### src/verilog/dipc_pkg.sv
// Package for the dual-issue pipeline control block.
// Assumes the fetch unit presents two adjacent pre-classified instructions.
package dipc_pkg;

	// ********************************************
	// Instruction groups and timing classes
	// ********************************************
	typedef enum logic [2:0] {
		DIPC_GRP_INTEGER_EXEC = 3'h0,
		DIPC_GRP_MOVE_TYPE    = 3'h1,
		DIPC_GRP_BRANCH       = 3'h2,
		DIPC_GRP_LOAD_STORE   = 3'h3,
		DIPC_GRP_FP_EXEC      = 3'h4,
		DIPC_GRP_EXCLUSIVE    = 3'h5
	} dipc_group_t;

	typedef enum logic [4:0] {
		DIPC_CLS_SIMPLE       = 5'h00,
		DIPC_CLS_BRANCH_DISP  = 5'h01,
		DIPC_CLS_BRANCH_REG   = 5'h02,
		DIPC_CLS_SUB_RETURN   = 5'h03,
		DIPC_CLS_EXC_RETURN   = 5'h04,
		DIPC_CLS_SOFT_TRAP    = 5'h05,
		DIPC_CLS_SLEEP        = 5'h06,
		DIPC_CLS_GBR_RMW      = 5'h07,
		DIPC_CLS_TEST_SET     = 5'h08,
		DIPC_CLS_ICACHE_BLOCK_INVALIDATE         = 5'h09,
		DIPC_CLS_INSTRUCTION_BLOCK_PREFETCH        = 5'h0a,
		DIPC_CLS_UNALIGNED    = 5'h0b,
		DIPC_CLS_LDC_SR_REG   = 5'h0c,
		DIPC_CLS_LDC_SR_MEM   = 5'h0d,
		DIPC_CLS_LDC_DBR_SGR  = 5'h0e,
		DIPC_CLS_MAC          = 5'h0f,
		DIPC_CLS_STC_SR       = 5'h10
	} dipc_class_t;

	typedef enum logic [3:0] {
		DIPC_ST_RUN    = 4'b0001,
		DIPC_ST_ISSUE  = 4'b0010,
		DIPC_ST_EXTRA  = 4'b0100,
		DIPC_ST_BRANCH = 4'b1000
	} dipc_state_t;

	// ********************************************
	// Counts and layout
	// ********************************************
	localparam int DIPC_NUM_STAGES    = 8;
	localparam int DIPC_PAGE_LSB      = 10;
	localparam logic [3:0] DIPC_CNT_BR_DISP_MAX = 4'h3;
	localparam logic [3:0] DIPC_CNT_BR_REG      = 4'h4;
	localparam logic [3:0] DIPC_CNT_RTS_MAX     = 4'h4;
	localparam logic [3:0] DIPC_CNT_RTE_ISSUE   = 4'h4;
	localparam logic [3:0] DIPC_CNT_RTE_BRANCH  = 4'h2;
	localparam logic [3:0] DIPC_CNT_TRAP_ISSUE  = 4'h8;
	localparam logic [3:0] DIPC_CNT_TRAP_EXTRA  = 4'h5;
	localparam logic [3:0] DIPC_CNT_TRAP_BRANCH = 4'h2;
	localparam logic [3:0] DIPC_CNT_SLEEP       = 4'h2;
	localparam logic [3:0] DIPC_CNT_GBR_RMW     = 4'h3;
	localparam logic [3:0] DIPC_CNT_TEST_SET    = 4'h4;
	localparam logic [3:0] DIPC_CNT_ICACHE_BLOCK_INVALIDATE_ISSUE  = 4'h8;
	localparam logic [3:0] DIPC_CNT_INSTRUCTION_BLOCK_PREFETCH_ISSUE = 4'h5;
	localparam logic [3:0] DIPC_CNT_CACHE_EXTRA = 4'h5;
	localparam logic [3:0] DIPC_CNT_CACHE_BR    = 4'h4;
	localparam logic [3:0] DIPC_CNT_UNALIGNED   = 4'h2;
	localparam logic [3:0] DIPC_CNT_LDC_SR_REG  = 4'h4;
	localparam logic [3:0] DIPC_CNT_LDC_SR_MEM  = 4'h6;
	localparam logic [3:0] DIPC_CNT_SR_BRANCH   = 4'h4;
	localparam logic [3:0] DIPC_CNT_LDC_CTRL    = 4'h4;
	localparam logic [3:0] DIPC_CNT_MAC         = 4'h2;
	localparam logic [3:0] DIPC_CNT_ONE         = 4'h1;
	localparam logic [3:0] DIPC_CNT_ZERO        = 4'h0;
	localparam logic [1:0] DIPC_PR_E3_DELAY     = 2'h3;

endpackage

### src/verilog/dipc_issue_ctrl.sv
// Issue and pipeline-timing control for a two-way in-order core.
// Assumes fetch presents two adjacent classified instructions and
// that the register file reports hazards against in-flight producers.
//
// Behaviour
// RQ1 - Two instructions may issue per cycle.
// RQ2 - Eight in-order stages per instruction.
// RQ3 - Displacement branches: one issue, zero-three branch cycles.
// RQ4 - Register branches: one issue, four branch cycles.
// RQ5 - Subroutine return: one issue, zero-four branch.
// RQ6 - Exception return: four issue, two branch.
// RQ7 - Trap: eight, five, two; handler decode fifteen.
// RQ8 - Sleep takes two issue cycles.
// RQ9 - Integer ops occupy only integer pipe.
// RQ10 - Moves use whichever pipe is free; the code places only a lead move, and a paired follower move sets no pipe busy.
// RQ11 - Byte RMW three cycles; test-and-set four.
// RQ12 - Cache invalidate 8+5+4; block prefetch 5+5+4.
// RQ13 - Unaligned longword load takes two cycles.
// RQ14 - Status load: 4+4 register, 6+4 memory.
// RQ15 - Debug or saved-stack load: four cycles.
// RQ16 - Status store occupies both the integer and load-store pipes.
// RQ17 - Return register updates in delay-slot E3.
// RQ18 - Multiply-accumulate takes two issue cycles.
// RQ19 - Every instruction belongs to one of six groups.
// RQ20 - Pair only within same 1 KB page.
// RQ21 - Pair only without in-flight data conflicts.
// RQ22 - Integer add pairs with unconditional branch.
// RQ23 - Same group never pairs except move-type; move-type pairs broadly.
// RQ24 - Failed pairing issues follower alone later.
// RQ25 - Data conflict locks decode until available.
`timescale 1ns/1ps
`default_nettype none

module dipc_issue_ctrl #(
	parameter int ADDR_W = 32
) (
	input  wire logic                  clk_sys,
	input  wire logic                  rst_n,
	input  wire logic                  lead_valid,
	input  wire logic [ADDR_W-1:0]     lead_addr,
	input  wire dipc_pkg::dipc_group_t lead_group,
	input  wire dipc_pkg::dipc_class_t lead_class,
	input  wire logic                  lead_conflict,
	input  wire logic                  lead_prefetched,
	input  wire logic                  lead_pr_set,
	input  wire logic                  follow_valid,
	input  wire logic [ADDR_W-1:0]     follow_addr,
	input  wire dipc_pkg::dipc_group_t follow_group,
	input  wire logic                  follow_conflict,
	input  wire logic                  follow_pr_read,
	output logic                       issue_lead,
	output logic                       issue_follow,
	output logic                       id_locked,
	output logic                       pipe_int_busy,
	output logic                       pipe_ls_busy,
	output logic [7:0]                 stage_valid,
	output logic                       pr_bypass
);

	// ********************************************
	// State
	// ********************************************
	typedef struct packed {
		dipc_pkg::dipc_state_t state;
		logic [3:0]            cnt;
		logic [3:0]            extra;
		logic [3:0]            branch;
		logic [7:0]            stages;
		logic                  int_busy;
		logic                  ls_busy;
		logic [1:0]            pr_cnt;
		logic                  pr_wait;
	} dipc_regs_t;

	dipc_regs_t r;
	dipc_regs_t next_r;

	logic same_page;
	logic group_ok;
	logic can_pair;
	logic lead_go;
	logic [3:0] iss_n;
	logic [3:0] ext_n;
	logic [3:0] br_n;
	logic uses_int;
	logic uses_ls;

	// ********************************************
	// Pairing decision
	// ********************************************
	assign same_page = lead_addr[ADDR_W-1:dipc_pkg::DIPC_PAGE_LSB] ==
		follow_addr[ADDR_W-1:dipc_pkg::DIPC_PAGE_LSB]; // RQ20

	always_comb begin
		group_ok = 1'b1;
		if (lead_group == dipc_pkg::DIPC_GRP_EXCLUSIVE ||
			follow_group == dipc_pkg::DIPC_GRP_EXCLUSIVE) begin
			group_ok = 1'b0; // RQ23
		end else if (lead_group == dipc_pkg::DIPC_GRP_MOVE_TYPE ||
			follow_group == dipc_pkg::DIPC_GRP_MOVE_TYPE) begin
			group_ok = 1'b1; // RQ23
		end else if (lead_group == follow_group) begin
			group_ok = 1'b0; // RQ23 RQ19
		end
	end

	// Integer-exec lead with branch follower falls through as legal. RQ22
	assign lead_go  = r.state == dipc_pkg::DIPC_ST_RUN && lead_valid && !lead_conflict; // RQ25
	assign can_pair = lead_go && follow_valid && same_page && group_ok &&
		!follow_conflict && iss_n == dipc_pkg::DIPC_CNT_ONE &&
		br_n == dipc_pkg::DIPC_CNT_ZERO; // RQ21 RQ1 RQ24

	// ********************************************
	// Class timing table
	// ********************************************
	always_comb begin
		iss_n = dipc_pkg::DIPC_CNT_ONE;
		ext_n = dipc_pkg::DIPC_CNT_ZERO;
		br_n  = dipc_pkg::DIPC_CNT_ZERO;
		case (lead_class)
			dipc_pkg::DIPC_CLS_BRANCH_DISP: begin
				br_n = lead_prefetched ? dipc_pkg::DIPC_CNT_ZERO
					: dipc_pkg::DIPC_CNT_BR_DISP_MAX; // RQ3
			end
			dipc_pkg::DIPC_CLS_BRANCH_REG: begin
				br_n = dipc_pkg::DIPC_CNT_BR_REG; // RQ4
			end
			dipc_pkg::DIPC_CLS_SUB_RETURN: begin
				br_n = lead_prefetched ? dipc_pkg::DIPC_CNT_ZERO
					: dipc_pkg::DIPC_CNT_RTS_MAX; // RQ5
			end
			dipc_pkg::DIPC_CLS_EXC_RETURN: begin
				iss_n = dipc_pkg::DIPC_CNT_RTE_ISSUE; // RQ6
				br_n  = dipc_pkg::DIPC_CNT_RTE_BRANCH;
			end
			dipc_pkg::DIPC_CLS_SOFT_TRAP: begin
				iss_n = dipc_pkg::DIPC_CNT_TRAP_ISSUE; // RQ7
				ext_n = dipc_pkg::DIPC_CNT_TRAP_EXTRA;
				br_n  = dipc_pkg::DIPC_CNT_TRAP_BRANCH;
			end
			dipc_pkg::DIPC_CLS_SLEEP: begin
				iss_n = dipc_pkg::DIPC_CNT_SLEEP; // RQ8
			end
			dipc_pkg::DIPC_CLS_GBR_RMW: begin
				iss_n = dipc_pkg::DIPC_CNT_GBR_RMW; // RQ11
			end
			dipc_pkg::DIPC_CLS_TEST_SET: begin
				iss_n = dipc_pkg::DIPC_CNT_TEST_SET; // RQ11
			end
			dipc_pkg::DIPC_CLS_ICACHE_BLOCK_INVALIDATE: begin
				iss_n = dipc_pkg::DIPC_CNT_ICACHE_BLOCK_INVALIDATE_ISSUE; // RQ12
				ext_n = dipc_pkg::DIPC_CNT_CACHE_EXTRA;
				br_n  = dipc_pkg::DIPC_CNT_CACHE_BR;
			end
			dipc_pkg::DIPC_CLS_INSTRUCTION_BLOCK_PREFETCH: begin
				iss_n = dipc_pkg::DIPC_CNT_INSTRUCTION_BLOCK_PREFETCH_ISSUE; // RQ12
				ext_n = dipc_pkg::DIPC_CNT_CACHE_EXTRA;
				br_n  = dipc_pkg::DIPC_CNT_CACHE_BR;
			end
			dipc_pkg::DIPC_CLS_UNALIGNED: begin
				iss_n = dipc_pkg::DIPC_CNT_UNALIGNED; // RQ13
			end
			dipc_pkg::DIPC_CLS_LDC_SR_REG: begin
				iss_n = dipc_pkg::DIPC_CNT_LDC_SR_REG; // RQ14
				br_n  = dipc_pkg::DIPC_CNT_SR_BRANCH;
			end
			dipc_pkg::DIPC_CLS_LDC_SR_MEM: begin
				iss_n = dipc_pkg::DIPC_CNT_LDC_SR_MEM; // RQ14
				br_n  = dipc_pkg::DIPC_CNT_SR_BRANCH;
			end
			dipc_pkg::DIPC_CLS_LDC_DBR_SGR: begin
				iss_n = dipc_pkg::DIPC_CNT_LDC_CTRL; // RQ15
			end
			dipc_pkg::DIPC_CLS_MAC: begin
				iss_n = dipc_pkg::DIPC_CNT_MAC; // RQ18
			end
			default: begin
				iss_n = dipc_pkg::DIPC_CNT_ONE;
			end
		endcase
	end

	// ********************************************
	// Pipe occupancy
	// ********************************************
	always_comb begin
		uses_int = 1'b0;
		uses_ls  = 1'b0;
		if (lead_class == dipc_pkg::DIPC_CLS_STC_SR) begin
			uses_int = 1'b1; // RQ16
			uses_ls  = 1'b1;
		end else if (lead_group == dipc_pkg::DIPC_GRP_INTEGER_EXEC) begin
			uses_int = 1'b1; // RQ9
		end else if (lead_group == dipc_pkg::DIPC_GRP_LOAD_STORE) begin
			uses_ls = 1'b1;
		end else if (lead_group == dipc_pkg::DIPC_GRP_MOVE_TYPE) begin
			// A move goes wherever the partner leaves room. RQ10
			if (issue_follow && follow_group == dipc_pkg::DIPC_GRP_INTEGER_EXEC) begin
				uses_ls = 1'b1;
			end else begin
				uses_int = 1'b1;
			end
		end
	end

	// ********************************************
	// Sequencer
	// ********************************************
	always_comb begin
		next_r = r;
		next_r.stages = {r.stages[6:0], lead_go}; // RQ2
		next_r.int_busy = lead_go && (uses_int ||
			(issue_follow && follow_group == dipc_pkg::DIPC_GRP_INTEGER_EXEC));
		next_r.ls_busy = lead_go && (uses_ls ||
			(issue_follow && follow_group == dipc_pkg::DIPC_GRP_LOAD_STORE));
		if (r.pr_wait) begin
			next_r.pr_cnt = r.pr_cnt + 2'h1;
			if (r.pr_cnt == dipc_pkg::DIPC_PR_E3_DELAY) begin
				next_r.pr_wait = 1'b0;
			end
		end
		if (lead_go && lead_pr_set) begin
			next_r.pr_wait = 1'b1; // RQ17
			next_r.pr_cnt  = 2'h0;
		end
		case (r.state)
			dipc_pkg::DIPC_ST_RUN: begin
				if (lead_go) begin
					next_r.extra  = ext_n;
					next_r.branch = br_n;
					if (iss_n > dipc_pkg::DIPC_CNT_ONE) begin
						next_r.cnt   = iss_n - dipc_pkg::DIPC_CNT_ONE;
						next_r.state = dipc_pkg::DIPC_ST_ISSUE;
					end else if (ext_n != dipc_pkg::DIPC_CNT_ZERO) begin
						next_r.cnt   = ext_n;
						next_r.state = dipc_pkg::DIPC_ST_EXTRA;
					end else if (br_n != dipc_pkg::DIPC_CNT_ZERO) begin
						next_r.cnt   = br_n;
						next_r.state = dipc_pkg::DIPC_ST_BRANCH;
					end
				end
			end
			dipc_pkg::DIPC_ST_ISSUE: begin
				next_r.cnt = r.cnt - dipc_pkg::DIPC_CNT_ONE;
				if (r.cnt == dipc_pkg::DIPC_CNT_ONE) begin
					if (r.extra != dipc_pkg::DIPC_CNT_ZERO) begin
						next_r.cnt   = r.extra;
						next_r.state = dipc_pkg::DIPC_ST_EXTRA;
					end else if (r.branch != dipc_pkg::DIPC_CNT_ZERO) begin
						next_r.cnt   = r.branch;
						next_r.state = dipc_pkg::DIPC_ST_BRANCH;
					end else begin
						next_r.state = dipc_pkg::DIPC_ST_RUN;
					end
				end
			end
			dipc_pkg::DIPC_ST_EXTRA: begin
				next_r.cnt = r.cnt - dipc_pkg::DIPC_CNT_ONE;
				if (r.cnt == dipc_pkg::DIPC_CNT_ONE) begin
					next_r.cnt   = r.branch;
					next_r.state = dipc_pkg::DIPC_ST_BRANCH;
				end
			end
			dipc_pkg::DIPC_ST_BRANCH: begin
				next_r.cnt = r.cnt - dipc_pkg::DIPC_CNT_ONE;
				if (r.cnt == dipc_pkg::DIPC_CNT_ONE) begin
					next_r.state = dipc_pkg::DIPC_ST_RUN;
				end
			end
			default: begin
				next_r.state = dipc_pkg::DIPC_ST_RUN;
			end
		endcase
	end

	always_ff @(posedge clk_sys) begin
		if (!rst_n) begin
			r <= '{state: dipc_pkg::DIPC_ST_RUN, default: '0};
		end else begin
			r <= next_r;
		end
	end

	// ********************************************
	// Outputs
	// ********************************************
	// Issue strobes are combinational so a stalled pair costs no extra cycle.
	assign issue_lead    = lead_go;
	assign issue_follow  = can_pair; // RQ24
	assign id_locked     = r.state != dipc_pkg::DIPC_ST_RUN ||
		(lead_valid && lead_conflict); // RQ25
	assign pipe_int_busy = r.int_busy;
	assign pipe_ls_busy  = r.ls_busy;
	assign stage_valid   = r.stages;
	// Last cycle of the wait is the delay slot's E3; reads there see the new value.
	assign pr_bypass     = r.pr_wait && follow_pr_read; // RQ17

	// ********************************************
	// Checks
	// ********************************************
	property p_page;
		@(posedge clk_sys) disable iff (!rst_n)
		issue_follow |-> same_page;
	endproperty
	a_page: assert property (p_page) else $error("pair crosses page"); // RQ20

	property p_excl;
		@(posedge clk_sys) disable iff (!rst_n)
		(lead_group == dipc_pkg::DIPC_GRP_EXCLUSIVE) |-> !issue_follow;
	endproperty
	a_excl: assert property (p_excl) else $error("exclusive paired"); // RQ23

	property p_conf;
		@(posedge clk_sys) disable iff (!rst_n)
		(lead_valid && lead_conflict) |-> (!issue_lead && id_locked);
	endproperty
	a_conf: assert property (p_conf) else $error("conflict not locked"); // RQ25

	property p_fconf;
		@(posedge clk_sys) disable iff (!rst_n)
		follow_conflict |-> !issue_follow;
	endproperty
	a_fconf: assert property (p_fconf) else $error("follower conflict paired"); // RQ21

	property p_rte;
		@(posedge clk_sys) disable iff (!rst_n)
		(issue_lead && lead_class == dipc_pkg::DIPC_CLS_EXC_RETURN) |=>
			id_locked [*5] ##1 !id_locked;
	endproperty
	a_rte: assert property (p_rte) else $error("exception return timing"); // RQ6

	property p_breg;
		@(posedge clk_sys) disable iff (!rst_n)
		(issue_lead && lead_class == dipc_pkg::DIPC_CLS_BRANCH_REG) |=>
			id_locked [*4] ##1 !id_locked;
	endproperty
	a_breg: assert property (p_breg) else $error("register branch timing"); // RQ4

	property p_trap;
		@(posedge clk_sys) disable iff (!rst_n)
		(issue_lead && lead_class == dipc_pkg::DIPC_CLS_SOFT_TRAP) |=>
			##13 id_locked ##1 !id_locked;
	endproperty
	a_trap: assert property (p_trap) else $error("trap timing"); // RQ7

	property p_mac;
		@(posedge clk_sys) disable iff (!rst_n)
		(issue_lead && lead_class == dipc_pkg::DIPC_CLS_MAC) |=>
			id_locked ##1 !id_locked;
	endproperty
	a_mac: assert property (p_mac) else $error("multiply-accumulate timing"); // RQ18

	property p_stage;
		@(posedge clk_sys) disable iff (!rst_n)
		issue_lead |-> ##8 stage_valid[7];
	endproperty
	a_stage: assert property (p_stage) else $error("stage walk lost"); // RQ2

	property p_stc;
		@(posedge clk_sys) disable iff (!rst_n)
		(issue_lead && lead_class == dipc_pkg::DIPC_CLS_STC_SR) |=>
			(pipe_int_busy && pipe_ls_busy);
	endproperty
	a_stc: assert property (p_stc) else $error("status store pipes"); // RQ16

	c_pair:  cover property (@(posedge clk_sys) issue_follow);
	c_trap:  cover property (@(posedge clk_sys)
		issue_lead && lead_class == dipc_pkg::DIPC_CLS_SOFT_TRAP);
	c_stall: cover property (@(posedge clk_sys) lead_valid && lead_conflict);
	c_prbyp: cover property (@(posedge clk_sys) pr_bypass);

endmodule

`default_nettype wire

### config.mk
export PLATFORM = sky130hd
export DESIGN_NAME = dipc_issue_ctrl
export DESIGN_NICKNAME = d
export VERILOG_FILES = /design/src/verilog/dipc_pkg.sv /design/src/verilog/dipc_issue_ctrl.sv
export SDC_FILE = /design/constraint.sdc
export NUM_CORES = 1
export LEC_CHECK = 0
export BUFFER_PORTS_ARGS = -buffer_cell sky130_fd_sc_hd__buf_2
export CAP_MARGIN = 0
export CORE_MARGIN = 8
export CORE_UTILIZATION = 46
export CTS_CLUSTER_SIZE = 12
export DETAILED_ROUTE_END_ITERATION = 8
export MAX_ROUTING_LAYER = met4
export PLACE_DENSITY = 0.8
export SYNTH_ARGS = -nofsm -noshare
export SYNTH_HDL_FRONTEND = slang
export SYNTH_SLANG_ARGS = --single-unit
### constraint.sdc
create_clock -name clk_sys -period 3.35 [get_ports clk_sys]
set_clock_uncertainty 0.1 [all_clocks]
set_input_delay 0.335 -clock clk_sys [delete_from_list [all_inputs] [get_ports clk_sys]]
set_output_delay 0.335 -clock clk_sys [all_outputs]
set_load 0.02 [all_outputs]
==> impl_metrics.ini, run 1 <==
[floorplanning]
core_um2 = 4260
die_w_um = 81.6
ios = 98
start_util_pct = 46.4
die_area_um2 = 6660
fp-row-count = 24
die-height_um = 81.6

[clock_tree]
root_buffer = clkbuf_8
hold_buffers = 0
cts_sinks = 25
cts_tree = done
post_cts_resized = 0
cts_setup_buffers = 0
cts_buffers = 3
path_clk_slew_ns = 0.08
htree_levels = 1
clock_latency_ns = 0.28
cts_buffer_depth = 2

[critical_path]
crit_type = in -> out
worstPathArrival_ns = 2.19
cp_max_fo = 10
cp-end-kind = primary output
worst-endpoint-required_ns = 2.91
startpoint_type = input port
crit_buf_inv = 3
cp_top_family = simple AND/OR/NAND/NOR gates
critPathMaxStageDelay_ns = 0.35
path_common_cell = buf_2
cp_slowest_cell = mux2_2
path_cells = buf_2 -> mux2_2 -> a22oi_1 -> or2_2 -> ha_1 -> nand4b_1 -> nor4_1 -> nand4_2 -> inv_1 -> buf_2

[synth]
synth_area_um2 = 1980
seq_area_frac_synth_pct = 25.3
yosys-top-cells-area = dfxtp_1, xnor2_1, ha_1, buf_4, nor2_1
synth_area_leader_cell = dfxtp_1
async_reset_ff_share_pct = 0
yosysUniqueCellTypes = 57
synth_cells = 246
synth.top_cell.area_share_pct = 25.3
synth_edf_count = 0
avgSynthCellArea_um2 = 8.05
ys.flop_type = dfxtp_1
synth_nets = 335
ys_seq_elements = 25
yosysWarnings = 0

[global_routing]
antenna_found_initial = 0
grt_use_total_pct = 16.2
first_global_vias = 2080
grt_pass1_wl_um = 8580
overflow = 0
grt_max_degree = 17

[sta]
setup_violations = 0
rsz0062_at_grt = no
fmax_ghz = 0.381
hold_violations = 0
max_slew_margin_pct = 61.0
drv_slew = 0
fin_crit_ns = 2.63
fin_tns_setup_ns = 0
tightest_slew_ns = 0.583
finalCritPeriodShare_pct = 78.4

[detailed_routing]
via_per_inst = 5.56
drt-initial-drc-count = 145
routed_wl_um = 5050
remaining_drc_errors = 0
ant_nets = 0
avgRoutedWirePerCell_um = 14.0
detail_route.first_pass.iterations = 4
vias = 2003

[pwr]
ir_worst_vdd_uv = 185
p_per_area_nw_per_um2 = 287
leakage_uw = 0.000987
finalPower_uw = 678

[place]
dp_hpwl_um = 4130
port_buffers = 77
gp_congestion = 0.925

[run_status]
status = finished, final reports clean

[finish]
layout_common_cells = buf_2, dfxtp_1, xnor2_1
final_common_cell = buf_2
utilization_pct = 55.4
syn2layout_area_growth_pct = 19.3
n_antenna_cell = 0
n_fill_cell = 412
drive_gt1_share_pct = 30.8
nNetsFinal = 398

[run]
cap_viol_max_count = 0

[worst_hold_path]
hp-class = in -> reg
==> worst paths after layout <==
kind             startpoint             end  slack (ns)  depth (start not counted)
max           lead_class[3]    issue_follow        0.72                         10
min             lead_pr_set            r[0]        0.23                          3
max reg2reg           r[28]           r[22]        1.18                          5
min reg2reg  stage_valid[5]  stage_valid[6]        0.36                          1
==> state kept, by name, summed over array words and instances, names as in the netlist <==
register / flops
pipe_int_busy: 1
pipe_ls_busy: 1
r: 15
stage_valid: 8
==> area by class of cell <==
type / count / area, µm² / area share (%)
repair buffers: 77 / 385 / 16.3
multi-input cells: 193 / 1330 / 56.2
clock buffers: 3 / 41.3 / 1.75
flip-flops and latches: 25 / 500 / 21.2
inverters: 9 / 33.8 / 1.43
clock inverters: 1 / 8.76 / 0.371
well taps: 52 / 65.1 / 2.75
==> synth_stat cells (all sizes together) (4+ instances only) <==
cell / number
clkbuf: 8
o21ai: 9
nor3: 7
xnor2: 23
a21o: 5
a21oi: 8
nand4: 10
nand2b: 6
or2: 5
nor4: 7
ha: 5
nor2: 17
nand3: 7
dfxtp: 25
and2: 9
or3: 4
inv: 8
xor2: 6
o31ai: 4
buf: 11
nand2: 12
a211oi: 6
==> power breakdown <==
| part | internal (µW) | switching (µW) | leakage (µW) |
|---|---|---|---|
| clock network | 87.3 | 101 | 0.0000261 |
| logic | 85.8 | 91.1 | 0.000759 |
| registers | 304 | 8.82 | 0.000202 |
==> per-stage QoR <==
step,cells,setup WS (ns),area [µm²],hold WS (ns)
5_1_grt,360,0.561,2360,0.258
3_5_place_dp,356,0.613,2310,0.339
3_3_place_gp,356,0.660,2310,0.335
2_1_floorplan,246,0.819,1980,0.336
4_1_cts,360,0.705,2360,0.223
6_report,360,0.723,2360,0.226
==> metal layers <==
metal / global-route usage [%] / vias to the layer above / routed length [µm] / share of wire (%)
met5: - / - / 0 / 0
met4: 6.32 / 0 / 89 / 1.8
met3: 2.74 / 9 / 365 / 7.2
met2: 27.4 / 85 / 2320 / 46
met1: 18.6 / 901 / 2270 / 45
li1: - / 1008 / - / -
==> cell families (layout without fill, tap and decap cells) <==
family | count (synthesis) | count (layout) | share of synthesized area, %
AOI/OAI and AO/OA | 56 | 56 | 20.0
xor gates and xnor gates | 29 | 29 | 12.8
adders and majority gates | 5 | 5 | 3.16
buffers and inverters | 28 | 90 | 7.64
DFF | 25 | 25 | 25.3
muxes | 3 | 3 | 1.64
and+or+nand+nor | 100 | 100 | 29.5
==> worst min-delay path: stages <==
cell and delay [ns]:
buf_2 0.09, nand2_1 0.06, a21oi_1 0.06
No activity file was read; power rests on OpenSTA's default activity.
==> inputs of run 2 (changes only) <==
==> constraint.sdc (replaced) <==
create_clock -name clk_sys -period 2.5 [get_ports clk_sys]
set_clock_uncertainty 0.1 [all_clocks]
set_input_delay 0.25 -clock clk_sys [delete_from_list [all_inputs] [get_ports clk_sys]]
set_output_delay 0.25 -clock clk_sys [all_outputs]
set_load 0.02 [all_outputs]
==> run 2 against run 1 <==
  * Combinational power grew 45%
  * Die area did not move
  * Critical path depth down 4
  * Cell count rose by 3.3%
  * Register-to-register slack worse by 0.83 ns
  * Setup slack got worse by 0.62 ns
  * Via count increased by 1.4%
  * Clock power rose by 27%
  * Power rose by 35%
  * Hold slack got worse by 0.090 ns
  * Sequential share of layout area decreased by 0.72 points
  * First-iteration DRC count rose by 35%
==> impl_metrics.ini, run 2 (same netlist as run 1, synthesis figures left out) <==
[critical_path]
crit_type = reg -> out
startpoint_type = flip-flop
ff2ff_path_depth = 5
cp.depth = 6
path_cells = or4b_4 -> or2_4 -> nor2_4 -> nand4_2 -> inv_1 -> buf_2
critPathMaxStageDelay_ns = 0.57
cp-end-kind = primary output
worst-endpoint-required_ns = 2.15
cp_max_fo = 13
cp_top_family = simple AND/OR/NAND/NOR gates
cp_slowest_cell = or4b_4
crit_buf_inv = 2
worstPathArrival_ns = 2.04

[clock_tree]
htree_levels = 1
path_clk_slew_ns = 0.08
hold_buffers = 0
clock_latency_ns = 0.27
cts_setup_buffers = 0
cts_tree = done
cts_buffer_depth = 2
cts_buffers = 3
cts_sinks = 25
root_buffer = clkbuf_8

[finish]
drive_gt1_share_pct = 34.4
layout_common_cells = buf_2, xnor2_1, dfxtp_1
final_common_cell = buf_2
largest_register_ffs = 15
syn2layout_area_growth_pct = 24.1
top_register = r
nNetsFinal = 410
n_antenna_cell = 0
final_area_um2 = 2460
utilization_pct = 57.7

[pwr]
leakage_uw = 0.00105
ir_worst_vdd_uv = 206
power_switching_uw = 263
p_per_area_nw_per_um2 = 371
internal-power_uw = 649
clock_power_share_pct = 26.0
seqPwrFrac_pct = 45.8
p_comb_share_pct = 28.1
sw_frac_of_total_pct = 28.8

[global_routing]
grt_use_total_pct = 15.7
grt_max_degree = 16
grt_pass1_wl_um = 8370
overflow = 0
antenna_found_initial = 0
first_global_vias = 2036

[floorplanning]
start_util_pct = 46.4
ios = 98
die_w_um = 81.6
die-height_um = 81.6
die_area_um2 = 6660
fp-row-count = 24
core_um2 = 4260

[run]
cap_viol_max_count = 0

[place]
dp_hpwl_um = 4270
gp_congestion = 0.931
post_dp_cell_area_um2 = 2400
port_buffers = 77
pre_cts_slack_ns = 0.0317

[sta]
tightest_slew_ns = 0.655
finalCritPeriodShare_pct = 95.7
fmax_ghz = 0.418
hold_violations = 0
fin_ws_ns = 0.107
max_slew_margin_pct = 56.3
drv_slew = 0
fin_crit_ns = 2.39
rsz0062_at_grt = no
fin_tns_setup_ns = 0
setup_violations = 0

[run_status]
status = finished, final reports clean

[detailed_routing]
remaining_drc_errors = 0
ant_nets = 0
via_per_inst = 5.46
avgRoutedWirePerCell_um = 13.6
vias = 2032
detail_route.first_pass.iterations = 4
drt-initial-drc-count = 196
routed_wl_um = 5040

[worst_hold_path]
hp-class = in -> reg
hold_depth = 3
[run 2: cell types whose count changed in the layout (fill, tap and decap cells not counted)]
cell      previous run  this run
inv_6                1         0
clkinv_2             0         1
nor4_1               7         6
dfxtp_1             25        23
buf_4                0        12
nor4_2               0         1
dfxtp_2              0         2
[run 2: worst min-delay path: stages]
cell and delay (ns):
buf_2 0.10, nand2_1 0.06, a21oi_1 0.06
[run 2: final timing paths]
path | end | from | slack (ns)
max | issue_follow | r[26] | 0.11
min | r[0] | lead_pr_set | 0.14
max reg2reg | r[22] | r[26] | 0.35
min reg2reg | stage_valid[1] | stage_valid[0] | 0.36
[run 2: power by group through the flow]
stage	Clock (µW)	Combinational [µW]	Sequential, µW
global route	259	283	420
finish	238	257	418
floorplan	0	154	425
global placement	0	251	427
CTS	244	258	418
detailed placement	0	256	427
[run 2: area by class of cell]
class | count | area (µm²)
fillers | 416 | 1810
well taps | 52 | 65.1
inverters | 9 | 33.8
multi-input cells | 193 | 1340
clock inverters | 1 | 5.00
flip-flops and latches | 25 | 503
clock buffers | 3 | 41.3
repair buffers | 89 | 475
[run 2: per-layer routing]
| metal | vias up | share of wire, % | global-route usage (%) |
|---|---|---|---|
| met2 | 82 | 48 | 27.2 |
| met3 | 5 | 7.0 | 2.95 |
| met1 | 903 | 44 | 18.1 |
| met5 | - | 0 | - |
| met4 | 0 | 0.95 | 4.21 |
| li1 | 1042 | - | - |
[run 2: repair_timing]
item / 4_1_cts / 5_1_grt
hold endpoints to repair: 0 / 0
gates resized for setup: 0 / 3
endpoints found under the setup margin: 0 / 1
[run 2: through the flow]
step / std cells / power [µW] / hold slack (ns)
finish: 372 / 912 / 0.136
global placement: 368 / 678 / 0.335
floorplan: 246 / 579 / 0.295
detailed placement: 368 / 684 / 0.340
CTS: 372 / 919 / 0.141
global route: 372 / 962 / 0.141
